$ cat src/common/dbgcs_pkg.sv
// Package with register map, field layout and types of the debug sequencer.
package dbgcs_pkg;

  // --------------------------------------------------------------------------
  // Register byte addresses
  // --------------------------------------------------------------------------
  localparam logic [11:0] DBGCS_ADDR_CTRL1 = 12'h0100;
  localparam logic [11:0] DBGCS_ADDR_STATUS = 12'h0104;
  localparam logic [11:0] DBGCS_ADDR_CMPA_CTL = 12'h0110;
  localparam logic [11:0] DBGCS_ADDR_CMPA_ADR = 12'h0114;
  localparam logic [11:0] DBGCS_ADDR_CMPA_DAT = 12'h0118;
  localparam logic [11:0] DBGCS_ADDR_CMPB_CTL = 12'h0120;
  localparam logic [11:0] DBGCS_ADDR_CMPB_ADR = 12'h0124;
  localparam logic [11:0] DBGCS_ADDR_CMPD_CTL = 12'h0130;
  localparam logic [11:0] DBGCS_ADDR_CMPD_ADR = 12'h0134;
  localparam logic [11:0] DBGCS_ADDR_STATE1 = 12'h0140;
  localparam logic [11:0] DBGCS_ADDR_STATE2 = 12'h0144;
  localparam logic [11:0] DBGCS_ADDR_STATE3 = 12'h0148;

  // --------------------------------------------------------------------------
  // Field positions
  // --------------------------------------------------------------------------
  localparam int DBGCS_CTL_DATA_SENSE = 6;
  localparam int DBGCS_CTL_PC_SEL = 5;
  localparam int DBGCS_CTL_DIR_VAL = 3;
  localparam int DBGCS_CTL_DIR_EN = 2;
  localparam int DBGCS_CTL_ON = 0;
  localparam int DBGCS_C1_ARM = 7;
  localparam int DBGCS_C1_BRK_EN = 4;
  localparam int DBGCS_C1_FORCE = 6;
  localparam int DBGCS_C1_EEV_LO = 2;

  // --------------------------------------------------------------------------
  // Reset values and encodings
  // --------------------------------------------------------------------------
  localparam logic [7:0] DBGCS_CTL_RESET = 8'h00;
  localparam logic [23:0] DBGCS_ADR_RESET = 24'h00_0000;
  localparam logic [31:0] DBGCS_DAT_RESET = 32'h0000_0000;
  localparam logic [1:0] DBGCS_EEV_EVENT = 2'b10;
  localparam logic [1:0] DBGCS_RESP_OKAY = 2'b00;
  localparam logic [1:0] DBGCS_RESP_SLVERR = 2'b10;
  localparam logic [1:0] DBGCS_RESP_DECERR = 2'b11;

  // Gray-coded along State0, State1, State2, State3, Final.
  typedef enum logic [2:0] {
    DBGCS_ST0 = 3'b000,
    DBGCS_ST1 = 3'b001,
    DBGCS_ST2 = 3'b011,
    DBGCS_ST3 = 3'b010,
    DBGCS_STF = 3'b110
  } dbgcs_state_t;

  // Reported state flag codes.
  localparam logic [2:0] DBGCS_FLAG_ST0 = 3'b000;
  localparam logic [2:0] DBGCS_FLAG_ST1 = 3'b001;
  localparam logic [2:0] DBGCS_FLAG_ST2 = 3'b010;
  localparam logic [2:0] DBGCS_FLAG_ST3 = 3'b011;
  localparam logic [2:0] DBGCS_FLAG_FINAL = 3'b100;

  // One core bus access as seen by the comparators.
  typedef struct packed {
    logic valid;
    logic is_pc;
    logic read;
    logic [23:0] addr;
    logic [31:0] data;
  } dbgcs_access_t;

  // Comparator configuration.
  typedef struct packed {
    logic [7:0] ctl;
    logic [23:0] addr;
    logic [31:0] data;
  } dbgcs_cmp_cfg_t;

endpackage

$ cat src/dbgcs_comparator.sv
// Single address comparator with data and direction qualification.
`timescale 1ns/10ps
module dbgcs_comparator
  import dbgcs_pkg::*;
#(
  parameter bit HAS_DATA = 1'b1
) (
  input wire logic aclk,
  input wire logic aresetn,
  input wire dbgcs_cmp_cfg_t cfg,
  input wire dbgcs_access_t acc,
  output logic match_reg
);

  logic pc_mode;
  logic src_ok;
  logic addr_ok;
  logic dir_ok;
  logic data_ok;
  logic match_next;

  always_comb begin
    pc_mode = cfg.ctl[DBGCS_CTL_PC_SEL];
    src_ok = (acc.is_pc == pc_mode); // RL4
    addr_ok = (acc.addr == cfg.addr); // RL7
    // Direction matters only for data accesses with qualification on.
    if (pc_mode || !cfg.ctl[DBGCS_CTL_DIR_EN]) begin
      dir_ok = 1'b1; // RL5
    end else begin
      dir_ok = (acc.read == cfg.ctl[DBGCS_CTL_DIR_VAL]); // RL5
    end
    if (!HAS_DATA || pc_mode) begin
      data_ok = 1'b1; // RL3
    end else begin
      data_ok = (acc.data == cfg.data) ^ cfg.ctl[DBGCS_CTL_DATA_SENSE]; // RL3
    end
    match_next = cfg.ctl[DBGCS_CTL_ON] && acc.valid && src_ok && addr_ok &&
                 dir_ok && data_ok; // RL6
  end

  always_ff @(posedge aclk) begin
    if (!aresetn) begin
      match_reg <= 1'b0;
    end else begin
      match_reg <= match_next;
    end
  end

endmodule // dbgcs_comparator

$ cat src/dbgcs_top.sv
// Debug comparators, event arbiter, state sequencer and AXI4-Lite registers.
//
// Decided for this implementation: the AXI4-Lite register port.
`timescale 1ns/10ps

// Operation
// (RL1) State flags: 000..100, 101-111 reserved
// (RL2) Comparator registers writable only while disarmed
// (RL3) Data sense bit 6: equal or differ
// (RL4) Bit 5 selects data or PC addresses
// (RL5) Optional read/write qualification, ignored for PC
// (RL6) Bit 0 enables the comparator
// (RL7) Comparator B holds full 24-bit address
// (RL8) Priority: force, external, match3, match1, match0
// (RL9) Arm bit moves State0 to State1
// (RL10) Final State only returns to State0
// (RL11) States one to three freely interconnected
// (RL12) Each transition updates the state flags
// (RL13) Event return to State0 requests breakpoint
// (RL14) Software disarm gives no breakpoint request
// (RL15) Final returns at once, disarms, breaks
module dbgcs_top
  import dbgcs_pkg::*;
(
  input wire logic aclk,
  input wire logic aresetn,
  input wire logic [11:0] s_axi_awaddr,
  input wire logic s_axi_awvalid,
  output logic s_axi_awready,
  input wire logic [31:0] s_axi_wdata,
  input wire logic [3:0] s_axi_wstrb,
  input wire logic s_axi_wvalid,
  output logic s_axi_wready,
  output logic [1:0] s_axi_bresp,
  output logic s_axi_bvalid,
  input wire logic s_axi_bready,
  input wire logic [11:0] s_axi_araddr,
  input wire logic s_axi_arvalid,
  output logic s_axi_arready,
  output logic [31:0] s_axi_rdata,
  output logic [1:0] s_axi_rresp,
  output logic s_axi_rvalid,
  input wire logic s_axi_rready,
  input wire dbgcs_access_t core_access,
  input wire logic external_event_input,
  output logic breakpoint_req_reg,
  output logic armed_reg
);

  // --------------------------------------------------------------------------
  // Register storage
  // --------------------------------------------------------------------------
  dbgcs_cmp_cfg_t cmp_cfg_reg [3];
  logic brk_en_reg;
  logic [1:0] ext_event_mode_reg;
  logic [7:0] state_ctl_reg [3];
  logic force_final_request;
  logic disarm_write;
  dbgcs_state_t state_reg;
  dbgcs_state_t state_next;
  logic [2:0] state_flags;
  logic event_brk;

  // --------------------------------------------------------------------------
  // AXI4-Lite write channel
  // --------------------------------------------------------------------------
  logic [11:0] awaddr_reg;
  logic aw_held_reg;
  logic [31:0] wdata_reg;
  logic [3:0] wstrb_reg;
  logic w_held_reg;
  logic wr_fire;
  logic [1:0] wr_resp;

  function automatic logic [31:0] apply_strobe(input logic [31:0] old_val,
                                               input logic [31:0] new_val,
                                               input logic [3:0] strb);
    logic [31:0] res;
    res = old_val;
    for (int i = 0; i < 4; i++) begin
      if (strb[i]) begin
        res[i*8 +: 8] = new_val[i*8 +: 8];
      end
    end
    return res;
  endfunction

  // Index of comparator and field (0 ctl, 1 addr, 2 data); all ones: unmapped.
  function automatic logic [3:0] cmp_decode(input logic [11:0] a);
    logic [3:0] r;
    r = 4'hF;
    if (a == DBGCS_ADDR_CMPA_CTL) begin
      r = 4'h0;
    end else if (a == DBGCS_ADDR_CMPA_ADR) begin
      r = 4'h1;
    end else if (a == DBGCS_ADDR_CMPA_DAT) begin
      r = 4'h2;
    end else if (a == DBGCS_ADDR_CMPB_CTL) begin
      r = 4'h4;
    end else if (a == DBGCS_ADDR_CMPB_ADR) begin
      r = 4'h5;
    end else if (a == DBGCS_ADDR_CMPD_CTL) begin
      r = 4'h8;
    end else if (a == DBGCS_ADDR_CMPD_ADR) begin
      r = 4'h9;
    end
    return r;
  endfunction

  always_ff @(posedge aclk) begin
    if (!aresetn) begin
      aw_held_reg <= 1'b0;
      awaddr_reg <= 12'h000;
    end else if (s_axi_awvalid && s_axi_awready) begin
      aw_held_reg <= 1'b1;
      awaddr_reg <= s_axi_awaddr;
    end else if (wr_fire) begin
      aw_held_reg <= 1'b0;
    end
  end

  always_ff @(posedge aclk) begin
    if (!aresetn) begin
      w_held_reg <= 1'b0;
      wdata_reg <= 32'h0000_0000;
      wstrb_reg <= 4'h0;
    end else if (s_axi_wvalid && s_axi_wready) begin
      w_held_reg <= 1'b1;
      wdata_reg <= s_axi_wdata;
      wstrb_reg <= s_axi_wstrb;
    end else if (wr_fire) begin
      w_held_reg <= 1'b0;
    end
  end

  assign wr_fire = aw_held_reg && w_held_reg && !s_axi_bvalid;

  always_ff @(posedge aclk) begin
    if (!aresetn) begin
      s_axi_awready <= 1'b0;
      s_axi_wready <= 1'b0;
    end else begin
      s_axi_awready <= !aw_held_reg && !(s_axi_awvalid && s_axi_awready) &&
                       !s_axi_bvalid;
      s_axi_wready <= !w_held_reg && !(s_axi_wvalid && s_axi_wready) &&
                      !s_axi_bvalid;
    end
  end

  // Decode of the write and its response.
  logic [3:0] wr_sel;
  always_comb begin
    wr_sel = cmp_decode(awaddr_reg);
    wr_resp = DBGCS_RESP_OKAY;
    if (wr_sel != 4'hF) begin
      if (armed_reg) begin
        wr_resp = DBGCS_RESP_SLVERR; // RL2
      end
    end else if (awaddr_reg != DBGCS_ADDR_CTRL1 &&
                 awaddr_reg != DBGCS_ADDR_STATUS &&
                 awaddr_reg != DBGCS_ADDR_STATE1 &&
                 awaddr_reg != DBGCS_ADDR_STATE2 &&
                 awaddr_reg != DBGCS_ADDR_STATE3) begin
      wr_resp = DBGCS_RESP_DECERR;
    end
  end

  always_ff @(posedge aclk) begin
    if (!aresetn) begin
      s_axi_bvalid <= 1'b0;
      s_axi_bresp <= DBGCS_RESP_OKAY;
    end else if (wr_fire) begin
      s_axi_bvalid <= 1'b1;
      s_axi_bresp <= wr_resp;
    end else if (s_axi_bready) begin
      s_axi_bvalid <= 1'b0;
    end
  end

  // --------------------------------------------------------------------------
  // Comparator configuration
  // --------------------------------------------------------------------------
  generate
    for (genvar c = 0; c < 3; c++) begin : g_cfg
      logic [31:0] ctl_new;
      logic [31:0] adr_new;
      logic [31:0] dat_new;
      assign ctl_new = apply_strobe({24'h00_0000, cmp_cfg_reg[c].ctl},
                                    wdata_reg, wstrb_reg);
      assign adr_new = apply_strobe({8'h00, cmp_cfg_reg[c].addr},
                                    wdata_reg, wstrb_reg);
      assign dat_new = apply_strobe(cmp_cfg_reg[c].data, wdata_reg,
                                    wstrb_reg);
      always_ff @(posedge aclk) begin
        if (!aresetn) begin
          cmp_cfg_reg[c] <= '{DBGCS_CTL_RESET, DBGCS_ADR_RESET,
                              DBGCS_DAT_RESET};
        end else if (wr_fire && !armed_reg &&
                     wr_sel[3:2] == 2'(c)) begin // RL2
          case (wr_sel[1:0])
            2'd0: cmp_cfg_reg[c].ctl <= ctl_new[7:0];
            2'd1: cmp_cfg_reg[c].addr <= adr_new[23:0]; // RL7
            default: cmp_cfg_reg[c].data <= dat_new;
          endcase
        end
      end
    end
  endgenerate

  // --------------------------------------------------------------------------
  // Control register one and state control registers
  // --------------------------------------------------------------------------
  logic [31:0] c1_val;
  always_comb begin
    c1_val = apply_strobe({24'h00_0000, armed_reg, 1'b0, 1'b0, brk_en_reg,
                           ext_event_mode_reg, 2'b00}, wdata_reg, wstrb_reg);
    force_final_request = armed_reg && wr_fire &&
                          awaddr_reg == DBGCS_ADDR_CTRL1 &&
                          c1_val[DBGCS_C1_FORCE];
    disarm_write = armed_reg && wr_fire && awaddr_reg == DBGCS_ADDR_CTRL1 &&
                   !c1_val[DBGCS_C1_ARM];
  end

  always_ff @(posedge aclk) begin
    if (!aresetn) begin
      brk_en_reg <= 1'b0;
      ext_event_mode_reg <= 2'b00;
    end else if (wr_fire && awaddr_reg == DBGCS_ADDR_CTRL1) begin
      brk_en_reg <= c1_val[DBGCS_C1_BRK_EN];
      ext_event_mode_reg <= c1_val[DBGCS_C1_EEV_LO +: 2];
    end
  end

  generate
    for (genvar s = 0; s < 3; s++) begin : g_sctl
      always_ff @(posedge aclk) begin
        if (!aresetn) begin
          state_ctl_reg[s] <= DBGCS_CTL_RESET;
        end else if (wr_fire && awaddr_reg ==
                     DBGCS_ADDR_STATE1 + 12'(4 * s)) begin
          state_ctl_reg[s] <= wdata_reg[7:0];
        end
      end
    end
  endgenerate

  // --------------------------------------------------------------------------
  // Comparators and external event synchroniser
  // --------------------------------------------------------------------------
  logic [2:0] match;
  generate
    for (genvar c = 0; c < 3; c++) begin : g_cmp
      dbgcs_comparator #(
        .HAS_DATA(c == 0)
      ) u_cmp (
        .aclk(aclk),
        .aresetn(aresetn),
        .cfg(cmp_cfg_reg[c]),
        .acc(core_access),
        .match_reg(match[c])
      );
    end
  endgenerate

  logic [2:0] eev_sync_reg;
  logic eev_level_reg;
  logic eev_pulse;
  always_ff @(posedge aclk) begin
    if (!aresetn) begin
      eev_sync_reg <= 3'b000;
      eev_level_reg <= 1'b0;
    end else begin
      eev_sync_reg <= {eev_sync_reg[1:0], external_event_input};
      if (eev_sync_reg[2] == eev_sync_reg[1]) begin
        eev_level_reg <= eev_sync_reg[2];
      end
    end
  end
  assign eev_pulse = eev_sync_reg[2] && eev_sync_reg[1] && !eev_level_reg &&
                     ext_event_mode_reg == DBGCS_EEV_EVENT;

  // --------------------------------------------------------------------------
  // Event arbiter and state sequencer
  // --------------------------------------------------------------------------
  // State control byte: bits [1:0] target on match0, [3:2] on match1,
  // [5:4] on match3, [7:6] on external event; 0 means State0, 1..3 the
  // numbered state.
  function automatic dbgcs_state_t target(input logic [1:0] code);
    dbgcs_state_t t;
    case (code)
      2'd0: t = DBGCS_ST0;
      2'd1: t = DBGCS_ST1;
      2'd2: t = DBGCS_ST2;
      default: t = DBGCS_ST3;
    endcase
    return t;
  endfunction

  logic [7:0] cur_ctl;
  always_comb begin
    state_next = state_reg;
    event_brk = 1'b0;
    cur_ctl = 8'h00;
    case (state_reg)
      DBGCS_ST1: cur_ctl = state_ctl_reg[0];
      DBGCS_ST2: cur_ctl = state_ctl_reg[1];
      DBGCS_ST3: cur_ctl = state_ctl_reg[2];
      default: cur_ctl = 8'h00;
    endcase
    case (state_reg)
      DBGCS_ST0: begin
        if (wr_fire && awaddr_reg == DBGCS_ADDR_CTRL1 &&
            c1_val[DBGCS_C1_ARM]) begin
          state_next = DBGCS_ST1; // RL9
        end
      end
      DBGCS_STF: begin
        state_next = DBGCS_ST0; // RL10 RL15
        event_brk = 1'b1; // RL15
      end
      default: begin
        if (force_final_request) begin
          state_next = DBGCS_STF; // RL8
        end else if (disarm_write) begin
          state_next = DBGCS_ST0; // RL14
        end else if (eev_pulse) begin
          state_next = target(cur_ctl[7:6]); // RL8 RL11
        end else if (match[2]) begin
          state_next = target(cur_ctl[5:4]); // RL8 RL11
        end else if (match[1]) begin
          state_next = target(cur_ctl[3:2]); // RL8 RL11
        end else if (match[0]) begin
          state_next = target(cur_ctl[1:0]); // RL8 RL11
        end
        if (state_next == DBGCS_ST0 && !disarm_write) begin
          event_brk = 1'b1; // RL13
        end
      end
    endcase
  end

  always_ff @(posedge aclk) begin
    if (!aresetn) begin
      state_reg <= DBGCS_ST0;
      armed_reg <= 1'b0;
      breakpoint_req_reg <= 1'b0;
    end else begin
      state_reg <= state_next; // RL12
      armed_reg <= state_next != DBGCS_ST0; // RL15
      breakpoint_req_reg <= event_brk && brk_en_reg; // RL13 RL14
    end
  end

  always_comb begin
    case (state_reg)
      DBGCS_ST1: state_flags = DBGCS_FLAG_ST1; // RL1
      DBGCS_ST2: state_flags = DBGCS_FLAG_ST2; // RL1
      DBGCS_ST3: state_flags = DBGCS_FLAG_ST3; // RL1
      DBGCS_STF: state_flags = DBGCS_FLAG_FINAL; // RL1
      default: state_flags = DBGCS_FLAG_ST0; // RL1
    endcase
  end

  // --------------------------------------------------------------------------
  // AXI4-Lite read channel
  // --------------------------------------------------------------------------
  logic [31:0] rd_val;
  logic [1:0] rd_resp;
  logic [3:0] rd_sel;
  always_comb begin
    rd_sel = cmp_decode(s_axi_araddr);
    rd_val = 32'h0000_0000;
    rd_resp = DBGCS_RESP_OKAY;
    if (rd_sel != 4'hF) begin
      case (rd_sel[1:0])
        2'd0: rd_val = {24'h00_0000, cmp_cfg_reg[rd_sel[3:2]].ctl};
        2'd1: rd_val = {8'h00, cmp_cfg_reg[rd_sel[3:2]].addr};
        default: rd_val = cmp_cfg_reg[rd_sel[3:2]].data;
      endcase
    end else if (s_axi_araddr == DBGCS_ADDR_CTRL1) begin
      rd_val = {24'h00_0000, armed_reg, 1'b0, 1'b0, brk_en_reg,
                ext_event_mode_reg, 2'b00};
    end else if (s_axi_araddr == DBGCS_ADDR_STATUS) begin
      rd_val = {29'h0000_0000, state_flags}; // RL1
    end else if (s_axi_araddr == DBGCS_ADDR_STATE1) begin
      rd_val = {24'h00_0000, state_ctl_reg[0]};
    end else if (s_axi_araddr == DBGCS_ADDR_STATE2) begin
      rd_val = {24'h00_0000, state_ctl_reg[1]};
    end else if (s_axi_araddr == DBGCS_ADDR_STATE3) begin
      rd_val = {24'h00_0000, state_ctl_reg[2]};
    end else begin
      rd_resp = DBGCS_RESP_DECERR;
    end
  end

  always_ff @(posedge aclk) begin
    if (!aresetn) begin
      s_axi_arready <= 1'b0;
      s_axi_rvalid <= 1'b0;
      s_axi_rdata <= 32'h0000_0000;
      s_axi_rresp <= DBGCS_RESP_OKAY;
    end else begin
      s_axi_arready <= !s_axi_rvalid && !(s_axi_arvalid && s_axi_arready);
      if (s_axi_arvalid && s_axi_arready) begin
        s_axi_rvalid <= 1'b1;
        s_axi_rdata <= rd_val;
        s_axi_rresp <= rd_resp;
      end else if (s_axi_rready) begin
        s_axi_rvalid <= 1'b0;
      end
    end
  end

endmodule // dbgcs_top

$ cat config.mk
export PLATFORM = sky130hd
export DESIGN_NAME = dbgcs_top
export DESIGN_NICKNAME = d
export VERILOG_FILES = /design/src/common/dbgcs_pkg.sv /design/src/dbgcs_comparator.sv /design/src/dbgcs_top.sv
export SDC_FILE = /design/constraint.sdc
export NUM_CORES = 1
export LEC_CHECK = 0
export ABC_AREA = 1
export BUFFER_PORTS_ARGS = -buffer_cell sky130_fd_sc_hd__buf_2
export CAP_MARGIN = 5
export CORE_UTILIZATION = 60
export CTS_BUF_LIST = sky130_fd_sc_hd__clkbuf_4
export DETAILED_ROUTE_END_ITERATION = 6
export GPL_ROUTABILITY_DRIVEN = 0
export PLACE_DENSITY_LB_ADDON = 0.12
export SETUP_SLACK_MARGIN = 0.15
export SKIP_CTS_REPAIR_TIMING = 1
export SYNTH_ARGS = -nofsm -noshare
export SYNTH_HDL_FRONTEND = slang
export SYNTH_SLANG_ARGS = --single-unit
$ cat constraint.sdc
create_clock -name aclk -period 5.4 [get_ports aclk]
set_input_delay 0.54 -clock aclk [delete_from_list [all_inputs] [get_ports aclk]]
set_output_delay 0.54 -clock aclk [all_outputs]
set_load 0.005 [all_outputs]
==> metrics, run 1 <==
r2r endpoint cmp_cfg_reg[0][6]; Hold EP eev_sync_reg[0]; GR Util met2 49.1%; total negative slack 0 ps; fin cells 2406; vias per inst 5.64; Most used DFF post-synth edfxtp_1; Worst Hold Depth 3; # clock sinks 314; Die H 164 um; post-synthesis sequential area ratio 53.0%; number of synthesized flops with an enable pin 209; TritonCTS clock tree yes; routed via count 13571; Post-synth ARST share 0%; met3 usage 7.96%; placed insts 2257; P_leak 7.61 nW; max reg flops 185; share of cells above drive strength 1 23.6%; Worst-Skew Late Latency 720 ps; RSZ-0062 raised after global routing no; nets 2142; detailed placement HPWL 32800 um; Worst R2R Path Depth 11; period utilization 61.0%; final hold viol count 0; final setup vio count 0; max-slew violations 0; I/O pin cnt 170; Mapped Cells 1756; Startpoint Class register; Num CTS Buffers 82; Crit-path slowest cell o21ai_0; Hold Path Class in2reg; port bufs 169; Syn Area/Cell 9.01 um^2; drt first pass iters 7; Critical Path RT 5690 ps; busiest grt layer met2; Fmax achieved 303 MHz; Cell variety after synth 55; worst-path fanout max 35; Initial Util 60.9%; Stages on worst setup path 11; Largest stage delay, worst path 1020 ps; met1 Use GR 47.3%; Setup crit end kind register; total track usage 33.5%; Max Buffers Root-to-Sink 3; pwr dens 293 nW/um^2; FF+latch count, synth 314; Routed wire per std cell 18.7 um; Die Wd 164 um; yosys warns 0; Root Buffer clkbuf_4; vias in the first global route 12474; Crit path max-delay family simple AND/OR/NAND/NOR gates; Antenna Nets Post-Route 0; status complete, no violations; Total Routed Length 44900 um; Worst Path Buf+Inv 1; sequence of cells on the critical path nor2_1 > nand2_2 > nor2_2 > nand2_2 > nand2_2 > inv_2 > nand2_2 > nand2_2 > nor3_4 > nand2_4 > o21ai_0; CP Class reg2reg; Initial DRC Count 1615; Die Area 27000 um^2; VDD IR max 0.000180 V; gr ovfl total 0; crit path time final 3300 ps; most used cell, CP nand2_2; maximum capacitance violations 0; Max-slew headroom 18.4%; worst slew pin tran 1210 ps; # rows 59; Syn Std Cell Area 15800 um^2; area grow syn2layout 14.1%; first-pass GRT wire length 67800 um; clock-pin slew on the worst setup and hold paths 60 ps; DRC 0; Layout Cell Area excl Fill 18000 um^2; Core Region 26000 um^2; reg-to-reg startpoint awaddr_reg[9]; largest net degree at the start of global routing 74; initial antenna violation count 2; DP Area 16900 um^2; Setup Skew 53.3 ps; WP data arrival 3580 ps; H-Tree Depth 3; worst min-delay path startpoint external_event_input; R2R Setup Slk 2100 ps
==> metal layers <==
metal  share of wire, %  routed length [um]
met3                 13                5860
met1                 40               18200
met2                 43               19200
met5              0.022                  10
met4                3.7                1650
==> worst register-to-register path, stage by stage, from the launching register on <==
cell     delay [ps]
dfxtp_1         310
nor2_1          140
nand2_2         140
nor2_2          210
nand2_2          90
nand2_2          80
inv_2            50
nand2_2          70
nand2_2          60
nor3_4          270
nand2_4         410
o21ai_0        1040
==> layout by cell type (no fill, tap or decap), drive strengths merged, types with 57 or more instances in the layout <==
| cell | instances |
|---|---|
| clkbuf | 133 |
| buf | 181 |
| a21oi | 85 |
| nor2 | 280 |
| conb | 57 |
| nand3 | 72 |
| o21ai | 163 |
| edfxtp | 209 |
| nand2 | 342 |
| dfxtp | 105 |
| inv | 201 |
==> worst max-delay path by stage <==
stage / endpoint / start / slack [ps]
5_1_grt: cmp_cfg_reg[0][19] / awaddr_reg[8] / 1840
2_1_floorplan: cmp_cfg_reg[0][56] / awaddr_reg[0] / 2930
3_3_place_gp: cmp_cfg_reg[1][40] / aresetn / 2220
6_report: cmp_cfg_reg[0][6] / awaddr_reg[9] / 2100
3_5_place_dp: cmp_cfg_reg[0][20] / awaddr_reg[8] / 2120
4_1_cts: cmp_cfg_reg[0][19] / awaddr_reg[8] / 2110
==> layout make-up <==
| cell class | count | area (um^2) |
|---|---|---|
| clock inverter | 15 | 96.3 |
| inverter | 200 | 751 |
| clock buffer | 133 | 998 |
| tap | 335 | 419 |
| fill | 2108 | 7940 |
| sequential | 314 | 8380 |
| multi-input combinational | 1227 | 6460 |
| timing repair buffer | 181 | 936 |
| antenna | 1 | 2.50 |
==> cells by family (layout without fill, tap and decap cells) <==
family,Yosys count,in the layout,synth area share [%]
AO/OA/AOI/OAI,346,346,12.7
buffers and inverters,271,529,7.55
other,1,58,0.0237
adder cells (fa/ha/maj),9,9,0.712
XOR/XNOR,55,55,3.04
AND/OR/NAND/NOR,760,760,23.0
flip-flops,314,314,53.0
==> cells in the mapped netlist (5+ instances only) <==
library cell	n	share of area, %
o21ai_0	149	4.7
or2_2	23	0.91
clkbuf_1	36	0.85
buf_2	15	0.47
nand2_1	320	7.6
a21o_1	8	0.38
nor2_1	187	4.4
dfxtp_1	105	13
o2111ai_1	6	0.33
nor2_2	63	2.5
nand2_4	10	0.71
nand4_1	9	0.36
o21ai_1	14	0.44
nor4_1	6	0.24
buf_6	10	0.71
ha_1	9	0.71
nand2_2	12	0.47
edfxtp_1	209	40
o31ai_1	6	0.28
nand3_1	69	2.2
buf_4	5	0.24
inv_2	17	0.40
o211ai_1	36	1.7
a221oi_1	14	0.78
nor3_1	17	0.54
or2_1	5	0.20
o22ai_1	10	0.40
inv_1	181	4.3
xor2_1	21	1.2
a21oi_1	85	2.7
xnor2_1	34	1.9
nor2_4	29	2.1
==> per-stage QoR <==
step	hold WS [ps]	setup slack (ps)	util [%]	total power [W]
after floorplan	390	2930	-	0.00300
after global placement	418	2220	65.2	0.00317
after detailed placement	417	2120	65.2	0.00318
after CTS	-8.79	2110	69.4	0.00530
after global routing	17.3	1840	69.4	0.00547
final	45.2	2100	69.4	0.00529
==> report_power, final <==
part / total, W / internal [W] / leakage, nW / switching [W]
Clock: 0.00215 / 0.00116 / 0.660 / 0.000987
Sequential: 0.00273 / 0.00267 / 2.98 / 0.0000627
Combinational: 0.000408 / 0.000128 / 3.97 / 0.000280
Total: 0.00529 / 0.00396 / 7.61 / 0.00133
No activity file was read; power rests on OpenSTA's default activity.
==> inputs of run 2 (changes only) <==
==> constraint.sdc (replaced) <==
create_clock -name aclk -period 3.1 [get_ports aclk]
set_input_delay 0.31 -clock aclk [delete_from_list [all_inputs] [get_ports aclk]]
set_output_delay 0.31 -clock aclk [all_outputs]
set_load 0.005 [all_outputs]
==> metrics, run 2 (synthesis results as in run 1) <==
Initial Util 60.9% (unchanged); vias in the first global route 12724 (was 12474); Initial DRC Count 1665 (was 1615); Antenna Nets Post-Route 0 (unchanged); Num CTS Buffers 82 (unchanged); Setup crit end kind register (unchanged); Reg power frac 52.2% (was 51.7%); Core Region 26000 um^2 (unchanged); Crit-path slowest cell nor2_1 (was o21ai_0); initial antenna violation count 1 (was 2); Critical Path RT 3730 ps (was 5690 ps); Max-slew headroom 31.5% (was 18.4%); total track usage 33.8% (was 33.5%); WP data arrival 3210 ps (was 3580 ps); detailed placement HPWL 33500 um (was 32800 um); reg-to-reg startpoint state_reg[1] (was awaddr_reg[9]); I/O pin cnt 170 (unchanged); CP Class reg2reg (unchanged); crit path time final 2570 ps (was 3300 ps); fill cell count 2024 (was 2108); area grow syn2layout 18.3% (was 14.1%); Cell Int Power 0.00675 W (was 0.00396 W); status complete, no violations (unchanged); most frequent cells in the layout 319 x nand2_1, 209 x edfxtp_1, 186 x nor2_1, 181 x inv_1, 169 x buf_2 (unchanged); Die H 164 um (unchanged); pwr dens 486 nW/um^2 (was 293 nW/um^2); final setup vio count 0 (unchanged); worst slew pin tran 1020 ps (was 1210 ps); clock-pin slew on the worst setup and hold paths 70 ps (was 60 ps); Total Routed Length 46000 um (was 44900 um); Combinational Power Share 8.5% (was 7.7%); crit path from state_reg[1] (was awaddr_reg[9]); max-slew violations 0 (unchanged); hold_ws 85.8 ps (was 45.2 ps); Worst-Skew Late Latency 730 ps (was 720 ps); Max Buffers Root-to-Sink 3 (unchanged); Hold Path Class in2reg (unchanged); busiest grt layer met2 (unchanged); max reg flops 185 (unchanged); GR Util met2 51.7% (was 49.1%); RSZ-0062 raised after global routing no (unchanged); Die Area 27000 um^2 (unchanged); Die Wd 164 um (unchanged); drt first pass iters 6 (was 7); Routed wire per std cell 18.5 um (was 18.7 um); H-Tree Depth 3 (unchanged); nets 2218 (was 2142); vias per inst 5.52 (was 5.64); Startpoint Class register (unchanged); Root Buffer clkbuf_4 (unchanged); worst-path fanout max 8 (was 35); met3 usage 9.37% (was 7.96%); # clock sinks 314 (unchanged); Fmax achieved 388 MHz (was 303 MHz); worst min-delay path startpoint aresetn (was external_event_input); dpl ws 514 ps (was 2120 ps); DRC 0 (unchanged); NetSw 0.00235 W (was 0.00133 W); clock power share 39.2% (was 40.6%); met1 Use GR 45.5% (was 47.3%); port bufs 169 (unchanged); P_leak 7.90 nW (was 7.61 nW); # rows 59 (unchanged); Layout Cell Area excl Fill 18700 um^2 (was 18000 um^2); Largest stage delay, worst path 420 ps (was 1020 ps); period utilization 83.1% (was 61.0%); Setup Skew 64.9 ps (was 53.3 ps); most common cell after layout, fill and taps aside nand2_1 (unchanged); TritonCTS clock tree yes (unchanged); maximum capacitance violations 0 (unchanged); share of cells above drive strength 1 23.5% (was 23.6%); DP Area 17100 um^2 (was 16900 um^2); total negative slack 0 ps (unchanged); switching share of total power 25.8% (was 25.2%); first-pass GRT wire length 67800 um (about the same); largest net degree at the start of global routing 74 (unchanged); R2R Setup Slk 530 ps (was 2100 ps); fin worst setup slack 525 ps (was 2100 ps); VDD IR max 0.000300 V (was 0.000180 V); final hold viol count 0 (unchanged); gr ovfl total 0 (unchanged); sequence of cells on the critical path inv_1 > nor2_1 > inv_1 > nor2_1 > and2_1 > nor3_1 > ha_1 > o21ai_0 > o21ai_0 > a22oi_1 > nand3_1 > o32ai_1 > nand2_1 > nand2_1 (was nor2_1 > nand2_2 > nor2_2 > nand2_2 > nand2_2 > inv_2 > nand2_2 > nand2_2 > nor3_4 > nand2_4 > o21ai_0); routed via count 13703 (was 13571)
==> run 2: changes by cell type in the layout (fill, tap and decap cells not counted) <==
cell	change
dlygate4sd3_1	+51
buf_4	+24
clkbuf_4	-11
clkinv_1	+10
inv_6	+4
inv_2	-3
clkinv_2	+2
clkinv_4	-2
clkinvlp_4	+2
buf_12	+1
bufinv_16	-1
==> run 2: critical path: cells and delay by family, from the launching register on <==
kind / cells / cell delay, ps
compound gates: 4 / 610
fa+ha+maj: 1 / 260
buf+inv: 2 / 200
flops: 1 / 380
simple gates: 7 / 1050
==> run 2: through the flow <==
step	instances	utilization (%)	power, W
2_1_floorplan	1812	-	0.00523
3_3_place_gp	2282	66.0	0.00553
3_5_place_dp	2282	66.0	0.00555
4_1_cts	2431	70.0	0.00907
5_1_grt	2483	72.0	0.00944
6_report	2483	72.0	0.00910
==> run 2: power groups by stage <==
stage          Clock [W]  Sequential [W]  Combinational, W
6_report         0.00357         0.00475          0.000778
5_1_grt          0.00383         0.00477          0.000845
4_1_cts          0.00361         0.00475          0.000711
3_5_place_dp           0         0.00484          0.000708
3_3_place_gp           0         0.00483          0.000694
2_1_floorplan          0         0.00480          0.000430
==> run 2: path summary, 6_finish.rpt <==
kind,end,depth (start not counted)
max,armed_reg,14
min,brk_en_reg,3
max reg2reg,armed_reg,14
min reg2reg,eev_sync_reg[1],2
==> run 2: metal layers <==
layer,wire [um],share of wire [%]
met4,1560,3.4
met1,18500,40
met2,20700,45
met5,0,0
met3,5350,12
==> run 2: final cells by class <==
type	count	area [um^2]	area share [%]
Inverter	200	751	4.01
Clock buffer	122	916	4.89
Multi-Input combinational cell	1227	6460	34.5
Timing Repair Buffer	257	1650	8.80
Tap cell	335	419	2.24
Antenna cell	1	2.50	0.0134
Clock inverter	27	135	0.722
Sequential cell	314	8380	44.8
